--- src/core/cfg_regs_defs.svh ---
`ifndef CFG_REGS_DEFS_SVH
`define CFG_REGS_DEFS_SVH

// register byte offsets
`define OFS_MODE 12'h300
`define OFS_IDENT 12'h304
`define OFS_SCRATCH 12'h308
`define OFS_SWRST 12'h30C

// mode control field positions
`define MODE_XCVR_RST 31
`define MODE_OC_TYPE 15
`define MODE_BUS_WIDTH 8
`define MODE_ACK_POL 6
`define MODE_REQ_POL 5
`define MODE_ALERT_POL 2
`define MODE_ALERT_STYLE 1
`define MODE_ALERT_GATE 0

// software reset field positions
`define SWRST_CTRL 1
`define SWRST_ALL 0

// reset values
`define MODE_RESET 32'h0000_0100
`define SCRATCH_RESET 32'h0000_0000
`define SWRST_RESET 32'h0000_0000

// alert pulse width in ns and its cycle count at 10 ns period
`define ALERT_PULSE_NS 40
`define CLK_PERIOD_NS 10
`define ALERT_PULSE_CYC ((`ALERT_PULSE_NS + `CLK_PERIOD_NS - 1) / `CLK_PERIOD_NS)

`endif

--- src/core/cfg_regs_pkg.sv ---
package cfg_regs_pkg;

    // decoded mode settings handed to the rest of the controller
    typedef struct packed {
        logic transceivers_reset;
        logic overcurrent_detect_type;
        logic bus_is_32bit;
        logic dma_ack_polarity;
        logic dma_request_polarity;
        logic alert_polarity;
        logic alert_signalling_style;
        logic alert_master_gate;
    } mode_cfg_t;

    // apb request bundle
    typedef struct packed {
        logic psel;
        logic penable;
        logic pwrite;
        logic [11:0] paddr;
        logic [31:0] pwdata;
    } apb_req_t;

    // alert shaper states
    typedef enum logic [2:0] {
        AL_IDLE = 3'b001,
        AL_PULSE = 3'b010,
        AL_WAIT = 3'b100
    } alert_state_t;

endpackage

--- src/core/alert_shaper.sv ---
`timescale 1ns/100ps
`include "cfg_regs_defs.svh"

// turns the internal event level into the alert pin, per polarity and style
module alert_shaper
    import cfg_regs_pkg::*;
(
    // clock and reset
    input wire logic ref_clk,
    input wire logic rst_b,
    // settings and event
    input wire logic gate,
    input wire logic style_edge,
    input wire logic pol_high,
    input wire logic event_level,
    // pin
    output logic alert_out
);
    import cfg_regs_pkg::*;

    alert_state_t state_reg, state_next; // shaper state
    logic [3:0] cnt_reg, cnt_next; // pulse width counter
    logic out_reg, out_next; // alert pin
    logic active; // asserted meaning, before polarity

    // next state of the shaper
    always_comb begin
        state_next = state_reg;
        cnt_next = cnt_reg;
        active = 1'b0;
        case (state_reg)
            AL_IDLE: begin
                if (gate && event_level && style_edge) begin
                    state_next = AL_PULSE;
                    cnt_next = 4'(`ALERT_PULSE_CYC - 1);
                end
            end
            AL_PULSE: begin
                active = 1'b1;
                if (!gate) begin
                    state_next = AL_IDLE; // gate closes pulse too
                end else if (cnt_reg == 4'h0) begin
                    state_next = AL_WAIT;
                end else begin
                    cnt_next = cnt_reg - 4'h1;
                end
            end
            AL_WAIT: begin
                // one pulse per event: wait for the event to drop
                if (!event_level || !gate) begin
                    state_next = AL_IDLE;
                end
            end
            default: begin
                state_next = AL_IDLE;
            end
        endcase
        if (!style_edge) begin
            active = event_level; // level style
        end
        active = active && gate;
        out_next = pol_high ? active : ~active;
    end

    // register state and pin
    always_ff @(posedge ref_clk or negedge rst_b) begin
        if (!rst_b) begin
            state_reg <= AL_IDLE;
            cnt_reg <= 4'h0;
            // inactive level for the reset sense (low active, gate closed)
            out_reg <= 1'b1;
        end else begin
            state_reg <= state_next;
            cnt_reg <= cnt_next;
            out_reg <= out_next;
        end
    end

    assign alert_out = out_reg;

    // edge style gives exactly the fixed pulse width
    a_pulse_width: assert property (@(posedge ref_clk) disable iff (!rst_b)
        $rose(state_reg == AL_PULSE) && gate |-> (state_reg == AL_PULSE)[*4])
        else $error("alert pulse width wrong");
endmodule

--- src/core/cfg_regs.sv ---
// Our own choice: register access over APB.
`timescale 1ns/100ps
`include "cfg_regs_defs.svh"

module cfg_regs
    import cfg_regs_pkg::*;
#(
    // identification halves, values arbitrary
    parameter logic [15:0] HW_VERSION = 16'h00A5,
    parameter logic [15:0] IDENTIFICATION_VALUE = 16'h5A00
)
(
    // clock and reset
    input wire logic ref_clk,
    input wire logic rst_b,
    // apb slave
    input wire logic psel,
    input wire logic penable,
    input wire logic pwrite,
    input wire logic [11:0] paddr,
    input wire logic [31:0] pwdata,
    output logic [31:0] prdata,
    output logic pready,
    output logic pslverr,
    // controller side
    input wire logic alert_event,
    input wire logic dma_request_int,
    input wire logic dma_ack_input,
    input wire logic port1_overcurrent_in,
    input wire logic port2_overcurrent_in,
    input wire logic port3_overcurrent_in,
    // pins and settings out
    output logic alert_out,
    output logic dma_request_output,
    output logic dma_ack_seen,
    output logic [2:0] overcurrent_seen,
    output logic port_transceiver_reset,
    output logic overcurrent_detect_type,
    output logic bus_is_32bit,
    output logic controller_regs_reset
);
    import cfg_regs_pkg::*;

    apb_req_t req; // bundled request
    logic [31:0] mode_reg, mode_next; // hardware mode control
    logic [31:0] scratch_reg, scratch_next; // scratch word
    logic [31:0] swrst_reg, swrst_next; // software reset control
    logic [31:0] prdata_reg, prdata_next; // read data
    logic pready_reg, pready_next; // access phase answer
    logic pslverr_reg, pslverr_next; // unmapped address flag
    logic req_reg, req_next; // dma request pin
    logic ack_reg, ack_next; // decoded dma acknowledge
    logic [2:0] oc_reg, oc_next; // decoded overcurrent
    logic hcrst_reg, hcrst_next; // controller reset pulse
    logic wr_en; // write taken this cycle
    logic rd_en; // read taken this cycle
    logic mapped; // address hits a register
    logic reset_all; // software full reset request
    mode_cfg_t cfg; // decoded settings
    logic alert_pin; // shaper output

    assign req = '{psel: psel, penable: penable, pwrite: pwrite, paddr: paddr, pwdata: pwdata};

    // the access completes on the cycle pready is high
    assign wr_en = req.psel && req.penable && pready_reg && req.pwrite;
    assign rd_en = req.psel && req.penable && pready_reg && !req.pwrite;
    assign mapped = (req.paddr == `OFS_MODE) || (req.paddr == `OFS_IDENT) ||
                    (req.paddr == `OFS_SCRATCH) || (req.paddr == `OFS_SWRST);
    assign reset_all = wr_en && (req.paddr == `OFS_SWRST) && req.pwdata[`SWRST_ALL];

    // register writes and software resets
    always_comb begin
        mode_next = mode_reg;
        scratch_next = scratch_reg;
        swrst_next = swrst_reg;
        if (wr_en) begin
            case (req.paddr)
                `OFS_MODE: begin
                    mode_next = req.pwdata;
                end
                `OFS_SCRATCH: begin
                    scratch_next = req.pwdata;
                end
                `OFS_SWRST: begin
                    swrst_next = req.pwdata;
                end
                default: begin
                    // identification word and holes: no state change
                end
            endcase
        end
        if (reset_all) begin
            // full reset returns every register here to reset
            mode_next = `MODE_RESET;
            scratch_next = `SCRATCH_RESET;
            swrst_next = `SWRST_RESET;
        end
    end

    // apb answer: no wait state, read data latched at setup
    always_comb begin
        pready_next = req.psel && !req.penable;
        pslverr_next = req.psel && !req.penable && !mapped;
        prdata_next = prdata_reg;
        if (req.psel && !req.penable) begin
            case (req.paddr)
                `OFS_MODE: prdata_next = mode_reg;
                `OFS_IDENT: prdata_next = {HW_VERSION, IDENTIFICATION_VALUE};
                `OFS_SCRATCH: prdata_next = scratch_reg;
                `OFS_SWRST: prdata_next = swrst_reg;
                default: prdata_next = 32'h0000_0000;
            endcase
        end
    end

    // decoded settings
    always_comb begin
        cfg.transceivers_reset = mode_reg[`MODE_XCVR_RST];
        cfg.overcurrent_detect_type = mode_reg[`MODE_OC_TYPE];
        cfg.bus_is_32bit = mode_reg[`MODE_BUS_WIDTH];
        cfg.dma_ack_polarity = mode_reg[`MODE_ACK_POL];
        cfg.dma_request_polarity = mode_reg[`MODE_REQ_POL];
        cfg.alert_polarity = mode_reg[`MODE_ALERT_POL];
        cfg.alert_signalling_style = mode_reg[`MODE_ALERT_STYLE];
        cfg.alert_master_gate = mode_reg[`MODE_ALERT_GATE];
    end

    // pin polarity handling
    always_comb begin
        // request pin sense
        req_next = cfg.dma_request_polarity ? dma_request_int : ~dma_request_int;
        // acknowledge sense
        ack_next = cfg.dma_ack_polarity ? dma_ack_input : ~dma_ack_input;
        // pins are active low; analog type flips the comparator sense
        oc_next = cfg.overcurrent_detect_type ?
            {port3_overcurrent_in, port2_overcurrent_in, port1_overcurrent_in} :
            ~{port3_overcurrent_in, port2_overcurrent_in, port1_overcurrent_in};
        // controller register reset pulses on a write of bit 1
        hcrst_next = wr_en && (req.paddr == `OFS_SWRST) && req.pwdata[`SWRST_CTRL];
    end

    // registers
    always_ff @(posedge ref_clk or negedge rst_b) begin
        if (!rst_b) begin
            mode_reg <= `MODE_RESET;
            scratch_reg <= `SCRATCH_RESET;
            swrst_reg <= `SWRST_RESET;
            prdata_reg <= 32'h0000_0000;
            pready_reg <= 1'b0;
            pslverr_reg <= 1'b0;
            req_reg <= 1'b0;
            ack_reg <= 1'b0;
            oc_reg <= 3'h0;
            hcrst_reg <= 1'b0;
        end else begin
            mode_reg <= mode_next;
            scratch_reg <= scratch_next;
            swrst_reg <= swrst_next;
            prdata_reg <= prdata_next;
            pready_reg <= pready_next;
            pslverr_reg <= pslverr_next;
            req_reg <= req_next;
            ack_reg <= ack_next;
            oc_reg <= oc_next;
            hcrst_reg <= hcrst_next;
        end
    end

    // alert pin generator
    alert_shaper u_alert (
        .ref_clk(ref_clk),
        .rst_b(rst_b),
        .gate(cfg.alert_master_gate),
        .style_edge(cfg.alert_signalling_style),
        .pol_high(cfg.alert_polarity),
        .event_level(alert_event),
        .alert_out(alert_pin)
    );

    // outputs straight from flops
    assign prdata = prdata_reg;
    assign pready = pready_reg;
    assign pslverr = pslverr_reg;
    assign alert_out = alert_pin;
    assign dma_request_output = req_reg;
    assign dma_ack_seen = ack_reg;
    assign overcurrent_seen = oc_reg;
    assign port_transceiver_reset = mode_reg[`MODE_XCVR_RST];
    assign overcurrent_detect_type = mode_reg[`MODE_OC_TYPE];
    assign bus_is_32bit = mode_reg[`MODE_BUS_WIDTH];
    assign controller_regs_reset = hcrst_reg;

    // scratch holds the written word
    a_scratch_write: assert property (@(posedge ref_clk) disable iff (!rst_b)
        wr_en && paddr == `OFS_SCRATCH && !reset_all |=> scratch_reg == $past(pwdata))
        else $error("scratch did not take write");
    // identification writes change nothing
    a_ident_write: assert property (@(posedge ref_clk) disable iff (!rst_b)
        wr_en && paddr == `OFS_IDENT |=> $stable(mode_reg) && $stable(scratch_reg))
        else $error("ident write changed state");
    // identification read value
    a_ident_read: assert property (@(posedge ref_clk) disable iff (!rst_b)
        psel && !penable && paddr == `OFS_IDENT |=> prdata == {HW_VERSION, IDENTIFICATION_VALUE})
        else $error("ident read wrong");
    // gate closed keeps alert inactive
    a_gate_closed: assert property (@(posedge ref_clk) disable iff (!rst_b)
        !mode_reg[0] && $past(!mode_reg[0]) |=> alert_out == ~$past(mode_reg[2]))
        else $error("alert asserted with gate closed");
    // level style follows event
    a_level_alert: assert property (@(posedge ref_clk) disable iff (!rst_b)
        mode_reg[0] && !mode_reg[1] && alert_event && $stable(mode_reg)
        |=> alert_out == $past(mode_reg[2]))
        else $error("level alert missing");
    // request pin sense
    a_req_sense: assert property (@(posedge ref_clk) disable iff (!rst_b)
        $stable(mode_reg) |=>
        dma_request_output == ($past(dma_request_int) ~^ $past(mode_reg[5])))
        else $error("dma request sense wrong");
    // acknowledge sense
    a_ack_sense: assert property (@(posedge ref_clk) disable iff (!rst_b)
        $stable(mode_reg) |=>
        dma_ack_seen == ($past(dma_ack_input) ~^ $past(mode_reg[6])))
        else $error("dma ack sense wrong");
    // full reset clears scratch
    a_reset_all: assert property (@(posedge ref_clk) disable iff (!rst_b)
        reset_all |=> scratch_reg == 32'h0000_0000 && mode_reg == `MODE_RESET)
        else $error("full reset incomplete");

    c_scratch_wr: cover property (@(posedge ref_clk) wr_en && paddr == `OFS_SCRATCH);
    c_edge_alert: cover property (@(posedge ref_clk) mode_reg[1:0] == 2'b11 && alert_event);
    c_reset_all: cover property (@(posedge ref_clk) reset_all);
endmodule

--- config.mk ---
export PLATFORM = sky130hd
export DESIGN_NAME = cfg_regs
export DESIGN_NICKNAME = d
export VERILOG_FILES = /design/src/core/cfg_regs_pkg.sv /design/src/core/alert_shaper.sv /design/src/core/cfg_regs.sv
export VERILOG_INCLUDE_DIRS = /design/src /design/src/core
export SDC_FILE = /design/constraint.sdc
export NUM_CORES = 1
export LEC_CHECK = 0
export ABC_AREA = 1
export BUFFER_PORTS_ARGS = -buffer_cell sky130_fd_sc_hd__buf_2
export CORE_ASPECT_RATIO = 2
export CORE_UTILIZATION = 35
export CTS_CLUSTER_DIAMETER = 120
export DETAILED_ROUTE_END_ITERATION = 10
export HOLD_SLACK_MARGIN = 0.15
export PLACE_DENSITY = 0.59
export REMOVE_ABC_BUFFERS = 1
export SLEW_MARGIN = 20
export SYNTH_ARGS = -nofsm -noshare
export SYNTH_HDL_FRONTEND = slang
export SYNTH_SLANG_ARGS = --single-unit
export TNS_END_PERCENT = 50
--- constraint.sdc ---
create_clock -name ref_clk -period 2 [get_ports ref_clk]
set_clock_uncertainty 0.15 [all_clocks]
set_input_delay 0.3 -clock ref_clk [delete_from_list [all_inputs] [get_ports ref_clk]]
set_output_delay 0.3 -clock ref_clk [all_outputs]
set_load 0.02 [all_outputs]
Yosys cells after proc, flatten, opt, wreduce, memory -nomap -nowiden:

Cells that the tools add are included.

* register bits: 144
* input bits: 55
* output and inout bits: 44

* $add $sub $neg: 1
* equality and inequality tests: 12
* multiplexer cells: 25
* bitwise gates (word level): 4
* reduce and logical (&&, ||, !) cells: 30

Operators with widths (number)
* two-way mux 32 bit: 9
* one-hot mux 32 bit (4 select lines): 1
* == test 12 x 10 -> 1 bit, second input constant: 4
* two-way mux 3 bit: 5
* two-way mux 4 bit: 3
* logical AND 1 bit: 11
* nonzero test 2 bit: 5
* one-hot mux 3 bit (3 select lines): 1
* one-hot mux 4 bit (2 select lines): 1
* AND reduction 2 bit: 3
* two-way mux 1 bit: 5
* zero test 1 bit: 4
* zero test 4 bit: 1
* logical OR 1 bit: 4
* inequality test 2 x 1 -> 1 bit, second input constant: 2
* inequality test 2 bit, second input constant: 2
* AND reduction 4 bit: 1
* subtractor 4 x 1 -> 4 bit, second input constant: 1
* == test 3 x 1 -> 1 bit, second input constant: 1
* == test 3 x 2 -> 1 bit, second input constant: 1
* == test 3 bit, second input constant: 1
* inequality test 3 x 2 -> 1 bit, second input constant: 1
* inverter 1 bit: 3
* inverter 3 bit: 1
* AND reduction 3 bit: 1

Depth between registers and ports, before layout:

Gate-level depths: netlist (run 1).

* depth in word-level cells: 7
* gate-level depth with buffers: 10
* gate-level depth less buffers: 10

Hierarchy:

A second synthesis (run 1) with hierarchy kept.

* cell total of the unflattened synthesis: 834
* area, all modules: 6810.3 um2

Modules (own cells, without submodules)
* cfg_regs: times used 1, cells an instance 760, area each 6279.8 um2, seq. area each 3404.5 um2
* alert_shaper: times used 1, cells an instance 74, area each 530.5 um2, seq. area each 202.7 um2

Worst setup path before layout (run 1):

No wires, ideal clock.

* path type: reg-to-reg
* start point: register pready_reg, in the netlist pready
* end point: register scratch_reg[6]
* arrival: 1438 ps
* path slack: 294 ps
* stages on the path, launching flop included: 9
* path buffers: 1
* cell sequence: dfrtp_1 nand4_1 inv_1 nand3_2 inv_2 nand2_2 buf_2 nand3_1 nand2_1

* longest elaborated chain between the ends: 6
* elaborated cells between the ends (all ways): 8
* those cells by class: 1 x mux; 7 x reduce/logical

RTL lines
* start: declaration: line cfg_regs.sv:49 `logic pready_reg, pready_next;`
* start signal: assignment: line cfg_regs.sv:160 `pready_reg <= pready_next;`
* logical AND 1 bit *
* logical AND 1 bit *: line cfg_regs.sv:65 `assign wr_en = req.psel && req.penable && pready_reg && req.pwrite;`
* logical AND 1 bit (2 in series): line cfg_regs.sv:69 `` assign reset_all = wr_en && (req.paddr == `OFS_SWRST) && req.pwdata[`SWRST_ALL]; ``
* nonzero test 2 bit (no source line)
* AND reduction 2 bit (no source line)
* end signal: assignment: line cfg_regs.sv:146 `` scratch_reg <= `SCRATCH_RESET; ``
* end signal: assignment: line cfg_regs.sv:157 `scratch_reg <= scratch_next;`
* end: declaration: line cfg_regs.sv:46 `logic [31:0] scratch_reg, scratch_next;`

Mark *: on every way between the ends. The rest lies on a longest branch, timed or not.
A chain may end at the register's enable or synchronous reset.

Final worst setup path (run 1):

* start point: input paddr[3]
* end point: register prdata_reg[23], in the netlist prdata[23]

* longest elaborated chain between the ends: 2
* elaborated cells between the ends (all ways): 5
* those cells by class: 4 x eq/ne; 1 x mux

RTL lines
* start: declaration: line cfg_regs.sv:20 `input wire logic [11:0] paddr,`
* == test 12 x 10 -> 1 bit: line cfg_regs.sv:106 `case (req.paddr)`
* one-hot mux 32 bit (4 select lines) *: line cfg_regs.sv:106
* end signal: assignment: line cfg_regs.sv:159 `prdata_reg <= prdata_next;`
* end: declaration: line cfg_regs.sv:48 `logic [31:0] prdata_reg, prdata_next;`

Marked as above.

==> metrics, run 1 <==
antenna violations before repair=0; Yosys top cell area share=52.9%; 1st-iter DRT viols=470; Post-Syn Area per Cell=8.14 sq um; core area=18700 sq um; Antenna Nets Post-Route=0; CTS tree=done; Switch Pwr=1490 uW; clock buffer count from CTS=17; period utilization=91.2%; synthesized instance count=819; Setup TNS=0 ns; clk sinks=144; GRT Total Usage=22.0%; CP max stage delay=0.52 ns; fin crit period=1.82 ns; status=finished clean; slowest cell on the critical path=dlygate4sd3_1; met1 usage=25.2%; total congestion overflow=0; Final WS setup=0.176 ns; Peak supply drop=0.000529 V; CP Class=input pin to flip-flop; Yosys cell types=24; Placement Setup Slack=0.106 ns; Sw Share=22.0%; Fmax=548 MHz; most common cell after layout, fill and taps aside=nand3_1; Synth area leaders=dfrtp_1 (53%), nand3_1 (21%), nand2_1 (14%); chip width=99.6 um; Setup violations, final=0; crit path capture type=flip-flop; final count of pins violating max slew=0; Seq pwr share=43.3%; Critical Path Source Type=input pin; DP HPWL=12300 um; Comb power frac=5.1%; PwrDens=771 nW/um^2; Static Leak=0.00480 uW; row count=71; nets@finish=1015; Final Hold Viols=0; Netlist Area Pre-Place=6660 sq um; worst hold path class=input pin to flip-flop; DRC Markers=0; layout cells sized above 1=18.9%; Antenna diodes=0; Reg clk slew, reported paths=0.06 ns; worst-margin pin slew=0.479 ns; crit-path most repeated cell=nand2_1; flops & latches, synth=144; maximum level of the CTS H-tree=4; number of buffers added on ports=98; worst-path fanout max=18; Starting Density=35.6%; Pre-antenna DRT Iters=5; Die H=197 um; routability congestion estimate=0.809; RSZ-0062 raised after global routing=false; Most Crowded Layer GR=met2; part of the power in the clock network=51.7%; Avg WL per Cell=16.5 um; CTS max path bufs=2; Synth area leader=dfrtp_1; Clk Latency, worst-skew pair=0.43 ns; via/cell ratio=5.16; crit path cell chain=dlygate4sd3_1 > buf_2 > inv_1 > nor2_1 > nand2_1 > nor2_2 > buf_6 > nand3_1 > nand2_1 > o21ai_0 > nand2_1; Die ar.=19600 sq um; GR Util met3=3.36%; Hold Slack=0.192 ns; cell internal pwr=5270 uW; CTS root buf=clkbuf_16; Seq/Total Area, Yosys=54.1%; area grow syn2layout=31.6%; yosys warns=0; WP data required=2.21 ns; Routed Wire Length=20300 um; met2 global-route usage=40.4%; Arrival @ worst endpoint=2.04 ns; largest net degree at the start of global routing=48; via count=6330; first-pass GRT wire length=33000 um; vias in the first global route=6363; slew margin rel.=68.1%; most frequent cells in the layout=nand3_1 (283), nand2_1 (246), dfrtp_1 (141), buf_2 (97), dlygate4sd3_1 (42); I/O pins=99; max-cap viol count=0
## final timing paths
| check | start | endpoint | slack (ns) | cells past startpoint |
|---|---|---|---|---|
| worst max-delay path | paddr[3] | prdata[23]$_DFFE_PN0P_ | 0.18 | 11 |
| worst min-delay path | paddr[0] | pslverr$_DFF_PN0_ | 0.19 | 4 |
| worst max register to register | pready$_DFF_PN0_ | scratch_reg[30]$_DFFE_PN0P_ | 0.36 | 6 |
| worst min register to register | prdata[29]$_DFFE_PN0P_ | prdata[29]$_DFFE_PN0P_ | 0.32 | 2 |
| max in group asynchronous | rst_b | mode_reg[8]$_DFFE_PN1P_ | 0.85 | 3 |
| min in group asynchronous | rst_b | dma_request_output$_DFF_PN0_ | 0.22 | 2 |
## synthesized netlist by cell type (all sizes together)
cell / number
nand3: 285
nand2: 247
dfrtp: 141
clkbuf: 36
buf: 24
inv: 24
nor2: 20
o21ai: 14
xnor2: 6
a21oi: 5
nand4: 4
nor3: 4
dfstp: 3
ha: 2
xor2: 2
nor4: 1
o31ai: 1
## power by group through the flow
| stage | sequential (uW) | combinational, uW | clock, uW |
|---|---|---|---|
| after floorplan | 2990 | 51.0 | 0 |
| after global placement | 2980 | 285 | 0 |
| after detailed placement | 2980 | 286 | 0 |
| after CTS | 2920 | 349 | 3550 |
| after global routing | 2920 | 375 | 3660 |
| final | 2920 | 343 | 3490 |
## metrics by stage
step	area (sq um)	total power (uW)	instances	util (%)
2_1_floorplan	6410	3040	759	-
3_3_place_gp	7700	3260	1152	41.1
3_5_place_dp	7700	3260	1152	41.1
4_1_cts	8760	6820	1226	46.7
5_1_grt	8770	6960	1226	46.8
6_report	8770	6760	1226	46.8
## logic make-up (layout without fill, tap and decap cells)
logic type      count (synthesis)  after routing  share of synthesized area, %
xor+xnor                        8              8                          1.05
fa+ha+maj                       2              2                         0.375
simple gates                  561            561                          37.8
flops                         144            144                          54.1
buf+inv                        84            236                          5.11
compound gates                 20             20                          1.54
## what timing repair did
action | in CTS | in global routing
hold buffers | 42 | 0
setup endpoints to repair | 0 | 4
hold endpoints to repair | 248 | 0
setup buffers | 0 | 0
resized for setup | 0 | 2
## worst max-delay path, delay by kind of cell
kind	cells	cell delay [ns]
simple gates	6	0.68
buf+inv	4	0.92
compound gates	1	0.12
## layer usage
metal	part of all wire (%)	wire length, um
met4	2.5	506
met1	40	8100
met5	0	0
met2	53	10800
met3	4.4	892
## final cells by class
type | count | area [sq um]
Fill cell | 1840 | 9970
Sequential cell | 144 | 3610
Multi-Input combinational cell | 591 | 2740
Timing Repair Buffer | 180 | 1380
Clock buffer | 18 | 429
Tap cell | 255 | 319
Clock inverter | 14 | 213
Inverter | 24 | 90.1
Note: power is estimated with default switching activity, not from simulation.
==> run 2, diff against run 1 <==
--- a/config.mk
+++ b/config.mk
@@ -18,5 +18,6 @@
 export SLEW_MARGIN = 20
 export SYNTH_ARGS = -nofsm -noshare
 export SYNTH_HDL_FRONTEND = slang
+export SYNTH_HIERARCHICAL = 1
 export SYNTH_SLANG_ARGS = --single-unit
 export TNS_END_PERCENT = 50
==> metrics, run 2 <==
Critical Path Source Type=flip-flop; cell internal pwr=5290 uW (+0.43%); Post-synth EDFFs=0 (unchanged); Peak supply drop=0.000536 V (+1.4%); crit path capture type=output port; total congestion overflow=0 (unchanged); clk sinks=144 (unchanged); Setup TNS=0 ns (unchanged); crit path cell chain=buf_2; Comb power frac=4.8% (-0.3 points); Netlist Area Pre-Place=6810 sq um (+2.2%); clock buffer count from CTS=17 (unchanged); worst-path fanout max=3 (-15); Placed Area=7740 sq um (+0.50%); area grow syn2layout=28.9%; CTS tree=done; largest net degree at the start of global routing=70 (+46%); via count=6138 (-3.0%); WP data required=1.55 ns (-0.66 ns); most instantiated cells after synthesis=nand3_1 (284), nand2_1 (258), dfrtp_1 (141); Setup violations, final=0 (unchanged); Reg clk slew, reported paths=0.06 ns (about the same); period utilization=79.0% (-12 points); Final Hold Viols=0 (unchanged); Final Cell Area=8780 sq um (about the same); final count of pins violating max slew=0 (unchanged); antenna violations before repair=0 (unchanged); CP Class=flip-flop to output port; slew margin rel.=69.5% (+1.4 points); fin crit period=1.58 ns (-0.244 ns); Seq/Total Area, Yosys=53.0% (-1.2 points); nets@finish=1021 (+0.59%); Switch Pwr=1450 uW (-2.3%); number of buffers added on ports=98 (unchanged); chip width=101 um (+1.1%); routability congestion estimate=0.761 (-5.9%); PwrDens=769 nW/um^2 (-0.27%); worst hold path class=input pin to flip-flop; CTS max path bufs=2 (unchanged); most frequent cells in the layout=nand3_1 (284), nand2_1 (258), dfrtp_1 (141), buf_2 (97), dlygate4sd3_1 (39); vias in the first global route=6045 (-5.0%); status=finished clean; Seq pwr share=43.3% (about the same); Avg WL per Cell=15.3 um (-7.3%); most common cell after layout, fill and taps aside=nand3_1; first-pass GRT wire length=31100 um (-5.8%); CP max stage delay=0.54 ns (+0.02 ns); synthesized instance count=834 (+1.8%); layout cells sized above 1=20.1% (+1.1 points); post-CTS sizing=0 (unchanged); Static Leak=0.00473 uW (-1.4%); Pre-antenna DRT Iters=6 (+1); predominant post-synthesis flop cell=dfrtp_1; max-cap viol count=0 (unchanged); 1st-iter DRT viols=352 (-25%); Clk Latency, worst-skew pair=0.43 ns (about the same); Arrival @ worst endpoint=1.13 ns (-0.91 ns); CTS root buf=clkbuf_16; crit path buf inv count=1 (-3); Post-Syn Area per Cell=8.17 sq um (+0.36%); Placed Instances=1161 (+0.78%); Yosys cell types=26 (+8.3%); multi-input logic area=2830 sq um (+3.3%); Antenna diodes=0 (unchanged); FF+latch area=3610 sq um (unchanged); Die H=199 um (+1.1%); Antenna Nets Post-Route=0 (unchanged); Starting Density=36.0% (+0.44 points); Sw Share=21.5% (-0.47 points); Synth area leaders=dfrtp_1 (52%), nand3_1 (21%), nand2_1 (14%); Die ar.=20100 sq um (+2.2%); Yosys top cell area share=51.8% (-1.1 points); I/O pins=99 (unchanged); worst-margin pin slew=0.457 ns (-0.0213 ns); Layout Cells excl Fill=1231 (+0.41%); slowest cell on the critical path=dfstp_2; core area=18900 sq um (+0.95%); Routed Wire Length=18900 um (-6.9%); DRC Markers=0 (unchanged); Synth area leader=dfrtp_1; via/cell ratio=4.99 (-3.4%); part of the power in the clock network=51.9% (+0.2 points); fill count=1936 (+5.2%); most numerous cell in the Yosys netlist=nand3_1; flops & latches, synth=144 (unchanged); GRT Total Usage=20.3% (-1.7 points); row count=71 (unchanged); Fmax=633 MHz (+15%); maximum level of the CTS H-tree=4 (unchanged); DP HPWL=12200 um (-1.4%); RSZ-0062 raised after global routing=false; yosys warns=6 (+6); CP top delay family=flip-flops; Async S/R FF share, synth=100% (unchanged)
[run 2: path summary, 6_finish.rpt]
check                                                    to  cells after the start  slack (ns)                    start
max                                            bus_is_32bit                      1        0.42  mode_reg[8]$_DFFE_PN1P_
min                                        pready$_DFF_PN0_                      3        0.19                  penable
max reg2reg                         mode_reg[6]$_DFFE_PN0P_                      8        0.43         pready$_DFF_PN0_
min reg2reg                          prdata[12]$_DFFE_PN0P_                      2        0.32   prdata[12]$_DFFE_PN0P_
max in group asynchronous  u_alert/state_reg[0]$_DFFE_PN1P_                      3        0.86                    rst_b
min in group asynchronous            prdata[24]$_DFFE_PN0P_                      2        0.21                    rst_b
[run 2: per-stage QoR]
step / hold slack, ns / setup WS, ns / power (uW) / utilization, %
after CTS: 0.177 / 0.388 / 6840 / 46.4
final: 0.193 / 0.420 / 6750 / 46.4
after detailed placement: 0.103 / 0.0604 / 3250 / 40.9
after global placement: 0.109 / 0.105 / 3250 / 40.9
after global routing: 0.208 / 0.272 / 6990 / 46.4
after floorplan: -0.146 / -1.47 / 3040 / -
[run 2: cell families after synthesis]
group / count (synthesis) / share of synthesized area (%)
AND/OR/NAND/NOR: 581 / 38.5
flip-flops: 144 / 53.0
buffers and inverters: 84 / 5.70
AO/OA/AOI/OAI: 16 / 1.52
XOR/XNOR: 7 / 0.900
adder cells (fa/ha/maj): 2 / 0.367
[run 2: timing repair]
item | in CTS | in global routing
endpoints found under the hold margin | 245 | 0
endpoints found under the setup margin | 0 | 0
hold buffers | 39 | 0
buffers inserted | 0 | 0
[run 2: routing by layer]
layer / GRT usage (%) / vias up / part of all wire, %
met2: 35.9 / 144 / 53
met4: 7.94 / 0 / 2.2
met1: 23.8 / 2931 / 41
li1: - / 3036 / -
met5: 0 / - / 0
met3: 4.06 / 27 / 3.7
[run 2: area by class of cell]
type | instances | area share [%]
clock buffers | 18 | 5.00
well taps | 255 | 3.63
repair buffers | 169 | 14.6
clock inverters | 13 | 2.39
inverters | 26 | 1.11
multi-input cells | 606 | 32.2
flip-flops and latches | 144 | 41.1
[run 2: worst min-delay path: cells and delay by family]
family / cells / cell delay (ns)
buffers and inverters: 2 / 0.33
AND/OR/NAND/NOR: 1 / 0.05
[run 2: power by group through the flow]
stage          sequential [uW]  clock (uW)  combinational (uW)
3_5_place_dp              2980           0                 271
6_report                  2920        3500                 324
2_1_floorplan             2990           0                51.6
5_1_grt                   2920        3700                 359
4_1_cts                   2920        3580                 331
3_3_place_gp              2980           0                 271
